### config.mk
export PLATFORM = sky130hd
export DESIGN_NAME = pled_status_driver
export DESIGN_NICKNAME = d
export VERILOG_FILES = /design/src/include/pled_pkg.sv /design/src/include/pled_blink_if.sv /design/src/pled_lamp_drv.sv /design/src/pled_status_driver.sv /design/src/pled_timebase.sv
export VERILOG_INCLUDE_DIRS = /design/src /design/src/include
export SDC_FILE = /design/constraint.sdc
export NUM_CORES = 1
export LEC_CHECK = 0
export ABC_AREA = 1
export BUFFER_PORTS_ARGS = -buffer_cell sky130_fd_sc_hd__buf_2
export CORE_UTILIZATION = 50
export CTS_CLUSTER_SIZE = 16
export DETAILED_ROUTE_END_ITERATION = 16
export PLACE_DENSITY = 0.69
export SLEW_MARGIN = 25
export SYNTH_ARGS = -nofsm -noshare
export SYNTH_HDL_FRONTEND = slang
export SYNTH_SLANG_ARGS = --single-unit
### constraint.sdc
create_clock -name ref_clk_i -period 4.14 [get_ports ref_clk_i]
set_input_delay 0.621 -clock ref_clk_i [delete_from_list [all_inputs] [get_ports ref_clk_i]]
set_output_delay 0.621 -clock ref_clk_i [all_outputs]
set_load 0.02 [all_outputs]
### src/include/pled_defs.svh
// Timing constants for the front-panel lamp driver.
// Assumes a single 100 MHz system clock.
`ifndef PLED_DEFS_SVH
`define PLED_DEFS_SVH

// ----------------------------------------
// Clock and timing
// ----------------------------------------
`define PLED_CLK_PERIOD_NS 10
`define PLED_NS_PER_MS 1000000
// Quarter of the slow blink period; the fast blink toggles once per quarter
`define PLED_QUARTER_MS 250
// Acknowledge and cancel blink window of the test lamp
`define PLED_TEST_HOLD_MS 2000
`define PLED_CNT_W 32

`endif

### src/include/pled_pkg.sv
// Types shared by the lamp driver modules.
// Assumes pled_defs.svh is on the include path.
package pled_pkg;

   // ----------------------------------------
   // Test sequence states, Gray coded
   // ----------------------------------------
   typedef enum logic [1:0] {
      PLED_T_IDLE   = 2'h0,
      PLED_T_ACK    = 2'h1,
      PLED_T_RUN    = 2'h3,
      PLED_T_CANCEL = 2'h2
   } pled_test_st_t;

   // Lamp request: fast blink beats slow blink beats steady
   typedef struct packed {
      logic fast;
      logic slow;
      logic on;
   } pled_req_t;

   function automatic logic pled_pattern(input pled_req_t req, input logic fast_ph,
                                         input logic slow_ph);
      logic lit;
      lit = 1'b0;
      if (req.fast) begin
         lit = fast_ph;
      end else if (req.slow) begin
         lit = slow_ph;
      end else if (req.on) begin
         lit = 1'b1;
      end
      return lit;
   endfunction

endpackage

### src/include/pled_blink_if.sv
// Blink phase carrier from the timebase to the lamp drivers.
// Both phases come straight from timebase flip-flops.
`timescale 1ns/1ps
interface pled_blink_if;
   logic fast_ph;
   logic slow_ph;
   modport src (output fast_ph, output slow_ph);
   modport snk (input fast_ph, input slow_ph);
endinterface

### src/pled_lamp_drv.sv
// One lamp output flip-flop with pattern priority.
// Assumes requests are synchronous to ref_clk_i.
`timescale 1ns/1ps
module pled_lamp_drv
   import pled_pkg::*;
(
   // Clock and reset
   input wire logic ref_clk_i,
   input wire logic rst_i,
   // Blink phases
   pled_blink_if.snk blink,
   // Request and lamp
   input pled_req_t req_i,
   output logic lamp_o
);

   always_ff @(posedge ref_clk_i) begin
      if (rst_i) begin
         lamp_o <= 1'b0;
      end else begin
         lamp_o <= pled_pattern(req_i, blink.fast_ph, blink.slow_ph);
      end
   end

endmodule

### src/pled_status_driver.sv
// Front-panel status lamp driver for a transfer switch controller.
// Assumes all status inputs and buttons are debounced and synchronous.
`timescale 1ns/1ps
`include "pled_defs.svh"
module pled_status_driver
   import pled_pkg::*;
#(
   parameter int QUARTER_CYC =
      (`PLED_QUARTER_MS * `PLED_NS_PER_MS) / `PLED_CLK_PERIOD_NS,
   parameter int TEST_HOLD_CYC =
      (`PLED_TEST_HOLD_MS * `PLED_NS_PER_MS) / `PLED_CLK_PERIOD_NS
) (
   // Clock and reset
   input wire logic ref_clk_i,
   input wire logic rst_i,
   // Source sensing
   input wire logic util_ok_i,
   input wire logic gen_volt_ok_i,
   input wire logic gen_freq_ok_i,
   // Switch position and failures
   input wire logic util_conn_i,
   input wire logic util_conn_fail_i,
   input wire logic gen_conn_i,
   input wire logic gen_conn_fail_i,
   // Exercise
   input wire logic exer_enable_i,
   input wire logic exer_sched_i,
   input wire logic exer_int_active_i,
   input wire logic ext_exer_cfg_i,
   input wire logic ext_exer_i,
   input wire logic set_exer_btn_i,
   // Test
   input wire logic test_btn_i,
   input wire logic remote_test_i,
   // Lamps
   output logic util_avail_lamp_o,
   output logic util_conn_lamp_o,
   output logic gen_avail_lamp_o,
   output logic gen_conn_lamp_o,
   output logic exer_lamp_o,
   output logic test_lamp_o,
   // Test status
   output logic test_active_o
);

   localparam logic [`PLED_CNT_W-1:0] HOLD_LAST =
      TEST_HOLD_CYC[`PLED_CNT_W-1:0] - `PLED_CNT_W'h1;

   pled_blink_if blink_if ();

   // ----------------------------------------
   // Timebase
   // ----------------------------------------
   // single timebase
   pled_timebase #(
      .QUARTER_CYC(QUARTER_CYC)
   ) u_timebase (
      .ref_clk_i(ref_clk_i),
      .rst_i(rst_i),
      .blink(blink_if)
   );

   // ----------------------------------------
   // Test sequence
   // ----------------------------------------
   pled_test_st_t st_r;
   pled_test_st_t st_nxt;
   logic [`PLED_CNT_W-1:0] hold_cnt_r;
   logic btn_q_r;
   logic rem_q_r;
   logic src_rem_r;
   logic btn_rise;
   logic rem_rise;
   logic hold_done;
   logic src_held;

   // Level now high, low last cycle; a held input gives one pulse only
   function automatic logic rise_of(input logic now_v, input logic last_v);
      return now_v & ~last_v;
   endfunction

   assign btn_rise = rise_of(test_btn_i, btn_q_r);
   assign rem_rise = rise_of(remote_test_i, rem_q_r);
   assign hold_done = (hold_cnt_r == HOLD_LAST);
   assign src_held = src_rem_r ? remote_test_i : test_btn_i;

   // ----------------------------------------
   // Input sampling
   // ----------------------------------------
   // Both inputs idle low, so no false edge follows reset
   always_ff @(posedge ref_clk_i) begin
      if (rst_i) begin
         btn_q_r <= 1'b0;
         rem_q_r <= 1'b0;
      end else begin
         btn_q_r <= test_btn_i;
         rem_q_r <= remote_test_i;
      end
   end

   always_comb begin
      st_nxt = st_r;
      case (st_r)
         PLED_T_IDLE: begin
            if (util_ok_i && (btn_rise || rem_rise)) begin
               st_nxt = PLED_T_ACK;
            end
         end
         PLED_T_ACK: begin
            // Starting input must be held the whole window; early release aborts
            if (!util_ok_i || !src_held) begin
               st_nxt = PLED_T_IDLE;
            end else if (hold_done) begin
               st_nxt = PLED_T_RUN;
            end
         end
         PLED_T_RUN: begin
            if (!util_ok_i || (src_rem_r && !remote_test_i)) begin
               st_nxt = PLED_T_IDLE;
            end else if (btn_rise) begin
               st_nxt = PLED_T_CANCEL;
            end
         end
         PLED_T_CANCEL: begin
            if (hold_done) begin
               st_nxt = PLED_T_IDLE;
            end
         end
         default: begin
            st_nxt = PLED_T_IDLE;
         end
      endcase
   end

   // ----------------------------------------
   // State register
   // ----------------------------------------
   // Unknown codes fall back to IDLE through the default branch
   always_ff @(posedge ref_clk_i) begin
      if (rst_i) begin
         st_r <= PLED_T_IDLE;
      end else begin
         st_r <= st_nxt;
      end
   end

   // Counter restarts on every state change; only ACK and CANCEL read it
   always_ff @(posedge ref_clk_i) begin
      if (rst_i) begin
         hold_cnt_r <= `PLED_CNT_W'h0;
      end else if (st_nxt != st_r) begin
         hold_cnt_r <= `PLED_CNT_W'h0;
      end else begin
         hold_cnt_r <= hold_cnt_r + `PLED_CNT_W'h1;
      end
   end

   // Button wins when both start in one cycle
   always_ff @(posedge ref_clk_i) begin
      if (rst_i) begin
         src_rem_r <= 1'b0;
      end else if (st_r == PLED_T_IDLE && st_nxt == PLED_T_ACK) begin
         src_rem_r <= ~btn_rise;
      end
   end

   // ----------------------------------------
   // Test status output
   // ----------------------------------------
   // Taken from the next state so flag and state change together
   always_ff @(posedge ref_clk_i) begin
      if (rst_i) begin
         test_active_o <= 1'b0;
      end else begin
         test_active_o <= (st_nxt == PLED_T_RUN);
      end
   end

   // ----------------------------------------
   // Lamp requests
   // ----------------------------------------
   pled_req_t util_av_req;
   pled_req_t util_cn_req;
   pled_req_t gen_av_req;
   pled_req_t gen_cn_req;
   pled_req_t exer_req;
   pled_req_t test_req;
   logic exer_running;

   assign exer_running = exer_int_active_i | (ext_exer_cfg_i & ext_exer_i);

   always_comb begin
      util_av_req = '{fast: 1'b0, slow: 1'b0, on: util_ok_i};
   end

   // utility connection
   // Failure flag is a level held by the sequencer, so nothing is latched here
   always_comb begin
      util_cn_req = '{fast: 1'b0, slow: util_conn_fail_i, on: util_conn_i};
   end

   always_comb begin
      gen_av_req = '{fast: 1'b0, slow: 1'b0, on: gen_volt_ok_i & gen_freq_ok_i};
   end

   always_comb begin
      gen_cn_req = '{fast: 1'b0, slow: gen_conn_fail_i, on: gen_conn_i};
   end

   always_comb begin
      exer_req = '{fast: exer_enable_i & set_exer_btn_i,
                   slow: exer_enable_i & exer_running,
                   on: exer_enable_i & exer_sched_i};
   end

   // steady while running
   // Lamp lags the state by one clock, so it goes dark a cycle after IDLE
   always_comb begin
      test_req = '{fast: (st_r == PLED_T_ACK) || (st_r == PLED_T_CANCEL),
                   slow: 1'b0,
                   on: st_r == PLED_T_RUN};
   end

   // ----------------------------------------
   // Lamp outputs
   // ----------------------------------------
   // priority in each driver
   pled_lamp_drv u_util_av (
      .ref_clk_i(ref_clk_i),
      .rst_i(rst_i),
      .blink(blink_if),
      .req_i(util_av_req),
      .lamp_o(util_avail_lamp_o)
   );

   pled_lamp_drv u_util_cn (
      .ref_clk_i(ref_clk_i),
      .rst_i(rst_i),
      .blink(blink_if),
      .req_i(util_cn_req),
      .lamp_o(util_conn_lamp_o)
   );

   pled_lamp_drv u_gen_av (
      .ref_clk_i(ref_clk_i),
      .rst_i(rst_i),
      .blink(blink_if),
      .req_i(gen_av_req),
      .lamp_o(gen_avail_lamp_o)
   );

   pled_lamp_drv u_gen_cn (
      .ref_clk_i(ref_clk_i),
      .rst_i(rst_i),
      .blink(blink_if),
      .req_i(gen_cn_req),
      .lamp_o(gen_conn_lamp_o)
   );

   pled_lamp_drv u_exer (
      .ref_clk_i(ref_clk_i),
      .rst_i(rst_i),
      .blink(blink_if),
      .req_i(exer_req),
      .lamp_o(exer_lamp_o)
   );

   pled_lamp_drv u_test (
      .ref_clk_i(ref_clk_i),
      .rst_i(rst_i),
      .blink(blink_if),
      .req_i(test_req),
      .lamp_o(test_lamp_o)
   );

endmodule

### src/pled_timebase.sv
// Shared blink timebase: one counter, both rates in phase.
// Assumes QUARTER_CYC is at least 2.
`timescale 1ns/1ps
`include "pled_defs.svh"
module pled_timebase
   import pled_pkg::*;
#(
   parameter int QUARTER_CYC = 25000000
) (
   // Clock and reset
   input wire logic ref_clk_i,
   input wire logic rst_i,
   // Phases out
   pled_blink_if.src blink
);

   logic [`PLED_CNT_W-1:0] cnt_r;
   logic [1:0] phase_r;
   logic wrap;

   assign wrap = (cnt_r == QUARTER_CYC[`PLED_CNT_W-1:0] - `PLED_CNT_W'h1);

   always_ff @(posedge ref_clk_i) begin
      if (rst_i) begin
         cnt_r <= `PLED_CNT_W'h0;
      end else if (wrap) begin
         cnt_r <= `PLED_CNT_W'h0;
      end else begin
         cnt_r <= cnt_r + `PLED_CNT_W'h1;
      end
   end

   // ----------------------------------------
   // Phase counter
   // ----------------------------------------
   // one divided source
   // Fast is bit 0, slow bit 1, so every slow edge lines up with a fast edge
   always_ff @(posedge ref_clk_i) begin
      if (rst_i) begin
         phase_r <= 2'h0;
      end else if (wrap) begin
         phase_r <= phase_r + 2'h1;
      end
   end

   assign blink.fast_ph = phase_r[0];
   assign blink.slow_ph = phase_r[1];

endmodule
==> flow_summary.toml <==
[power_and_ir_drop]
sw_frac_of_total = 0.3393
comb_power_share = 0.236
ir_drop_mv = 0.2754
p_leak_uw = 0.001640
p_per_area_nw_per_um2 = 414.0
intPower_uw = 1204
p_clk_frac = 0.316
seqPwrFrac = 0.448
p_sw_uw = 618.1

[timing]
fin_tns_setup_ns = 0
slew_violations = 0
worst_pin_slew_ns = 0.5093
relSlewSlack = 0.6605
final-hold-violation-count = 0
fin_ws_ns = 1.871
setup_viol = 0
rsz0062_at_grt = "false"
finalCritPeriodShare = 0.5480
finalClockSkew_ns = 0.01366
finalCriticalPeriod_ns = 2.269
fmax_mhz = 440.8

[floorplanning]
dieArea_um2 = 8359
ios = 24
start_util = 0.5175
core-area_um2 = 7727
die_h_um = 91.43
num_rows = 32
die_w_um = 91.43

[layout]
drive_gt1_frac = 0.1947
finalNetCount = 588
syn2layout_area_growth_pct = 10.04
diodes = 0
final_cell_count_no_fill = 672
fillCellCount = 719

[yosys]
ys.flop_type = "dfxtp_1"
synthTopCellsByArea = "dfxtp_1, inv_1, nand2_1"
async_reset_ff_frac = 0
synth.top_cell.area_share = 0.3905
synth_compound_area_frac = 0.07822
muxShareOfSynthArea = 0
synth_area_per_cell_um2 = 7.461
netlist_top_cells_count = "inv_1, nand2_1, dfxtp_1"
synthAdderAreaFrac = 0.01877
ys_seq_area_frac = 0.3905
synth_edf_count = 0
yosys.area_share.simple = 0.3461
ys_ff_latch = 78
netlist-cell-type-count = 34
synth-xor-area-share = 0.07666
synth_top_area_cell = "dfxtp_1"
synth_top_family_by_area = "simple AND/OR/NAND/NOR gates"
synth_area_um2 = 3999
syn_inst = 536
synth_warnings = 0
synth_nets = 559

[global_route]
grt_max_degree = 33
grt-ovfl-total = 0
grt_pass1_wl_mm = 12.68
grt.busiest_layer = "met2"
grtUsageTotal = 0.1854
grt_pass1_vias = 3093
use_met1 = 0.2284
use_met2 = 0.3139
use_met3 = 0.05444
antenna_found_initial = 0

[routing]
via_count = 3241
dr.pass1.iters = 4
routed_wl_mm = 7.213
antenna_left = 0
detail_route.iter0.violations = 116
wl_per_cell_um = 10.73
avgViaCountPerCell = 4.823
drc = 0

[placement]
dp_slack_ns = 1.733
hpwl_mm = 5.317
dp_cells = 656
port-buffer-count = 23
place_congestion = 0.8076

[run]
drv_cap = 0

[setup_path]
slowest_delay_ns = 0.44
cp.required_ns = 4.36
critPathTopFamily = "simple AND/OR/NAND/NOR gates"
reg2reg_setup_slack_ns = 1.87
start_kind = "flop"
critPathCaptureType = "flop"
crit_slowest_cell = "buf_4"
path_class = "flop to flop"
crit_buf_inv = 1
path_cells = "ha_1 > nand2_2 > nor2_4 > nand2_4 > nor2_2 > nand2_2 > nand2_1 > a21oi_1 > nand2_1 > nand3_1 > nand3_2 > buf_4 > nor2_1"
worstPathArrival_ns = 2.49
cp_max_fo = 32

[cts]
clockRootBuffer = "clkbuf_8"
cts_hold_buf = 0
cts_sinks = 78
cts_tree = "done"
cts_buffers = 9
post_cts_buffers = 0
htreeDepth = 3
ctsResizeCount = 0
cts.clk_slew.worst_paths_ns = 0.09
clk_latency_ns = 0.35
clockBufferDepth = 2

[run_status]
status = "finished clean"

[worst_hold_path]
min-delay-path-class = "primary input to flop"
## path summary, 6_finish.rpt
path,start,to,depth (start not counted)
min,gen_conn_fail_i,u_gen_cn.lamp_o$_SDFF_PP0_,2
max reg2reg,hold_cnt_r[0]$_SDFF_PP0_,hold_cnt_r[30]$_SDFF_PP0_,13
max,hold_cnt_r[0]$_SDFF_PP0_,hold_cnt_r[30]$_SDFF_PP0_,13
min reg2reg,u_timebase.cnt_r[0]$_SDFF_PP0_,u_timebase.cnt_r[0]$_SDFF_PP0_,1
## power by group through the flow
| stage | logic (µW) | registers, µW | clock network, µW |
|---|---|---|---|
| detailed placement | 434 | 832 | 0 |
| global placement | 421 | 833 | 0 |
| finish | 430 | 816 | 576 |
| CTS | 437 | 815 | 595 |
| global route | 491 | 820 | 628 |
| floorplan | 371 | 838 | 0 |
## worst register-to-register path, cell delays in order, from the launching register on
cell     delay, ns
dfxtp_1       0.38
ha_1          0.21
nand2_2       0.09
nor2_4        0.14
nand2_4       0.07
nor2_2        0.12
nand2_2       0.12
nand2_1       0.10
a21oi_1       0.06
nand2_1       0.13
nand3_1       0.11
nand3_2       0.09
buf_4         0.44
nor2_1        0.09
## sequential cells by signal, summed over array words and instances (netlist names)
name                flops
u_exer.lamp_o           1
test_active_o           1
u_test.lamp_o           1
u_timebase.phase_r      2
hold_cnt_r             32
rem_q_r                 1
st_r                    2
u_util_av.lamp_o        1
u_timebase.cnt_r       32
btn_q_r                 1
u_util_cn.lamp_o        1
src_rem_r               1
u_gen_av.lamp_o         1
u_gen_cn.lamp_o         1
## kinds of logic (layout without fill, tap and decap cells)
kind of cell | count (synthesis) | in the layout
and+or+nand+nor | 273 | 273
buffers and inverters | 89 | 123
DFF | 78 | 78
AOI/OAI and AO/OA | 55 | 55
xor gates and xnor gates | 35 | 35
adders and majority gates | 6 | 6
## layer usage
layer  share of wire  wire, µm  vias to the layer above
li1                -         -                     1746
met1            0.50      3614                     1442
met2            0.45      3254                       47
met3           0.037       266                        6
met4           0.011        78                        0
met5               0         0                        -
## cell type report
| type | instances | area, µm² | area share |
|---|---|---|---|
| timing repair buffer | 24 | 122.6 | 0.02786 |
| clock buffer | 11 | 141.4 | 0.03213 |
| inverter | 83 | 311.5 | 0.07080 |
| multi-input combinational | 369 | 2078 | 0.4723 |
| tap | 102 | 127.6 | 0.02900 |
| sequential | 78 | 1562 | 0.3548 |
| clock inverter | 5 | 57.56 | 0.01308 |
## cell usage in the layout (no fill, tap or decap), types with 14 or more instances in the layout
cell     synthesis  routed
xor2_1          24      24
nand3_1         19      19
nor2_1          61      61
nand2_2         15      15
o21ai_0         14      14
inv_1           80      80
nand4_1         16      16
a21oi_1         25      25
dfxtp_1         78      78
nand2_1         80      80
nor2_2          40      40
nor3_1          19      19
buf_2            2      23
## through the flow
stage	utilization	area, µm²	hold slack [ns]	power (µW)
4_1_cts	0.5695	4400	0.4317	1846
2_1_floorplan	-	3999	0.4176	1210
5_1_grt	0.5695	4400	0.4396	1938
3_5_place_dp	0.5437	4202	0.4361	1267
6_report	0.5695	4400	0.4442	1822
3_3_place_gp	0.5437	4202	0.4286	1253
(Power assumes the default switching activity.)
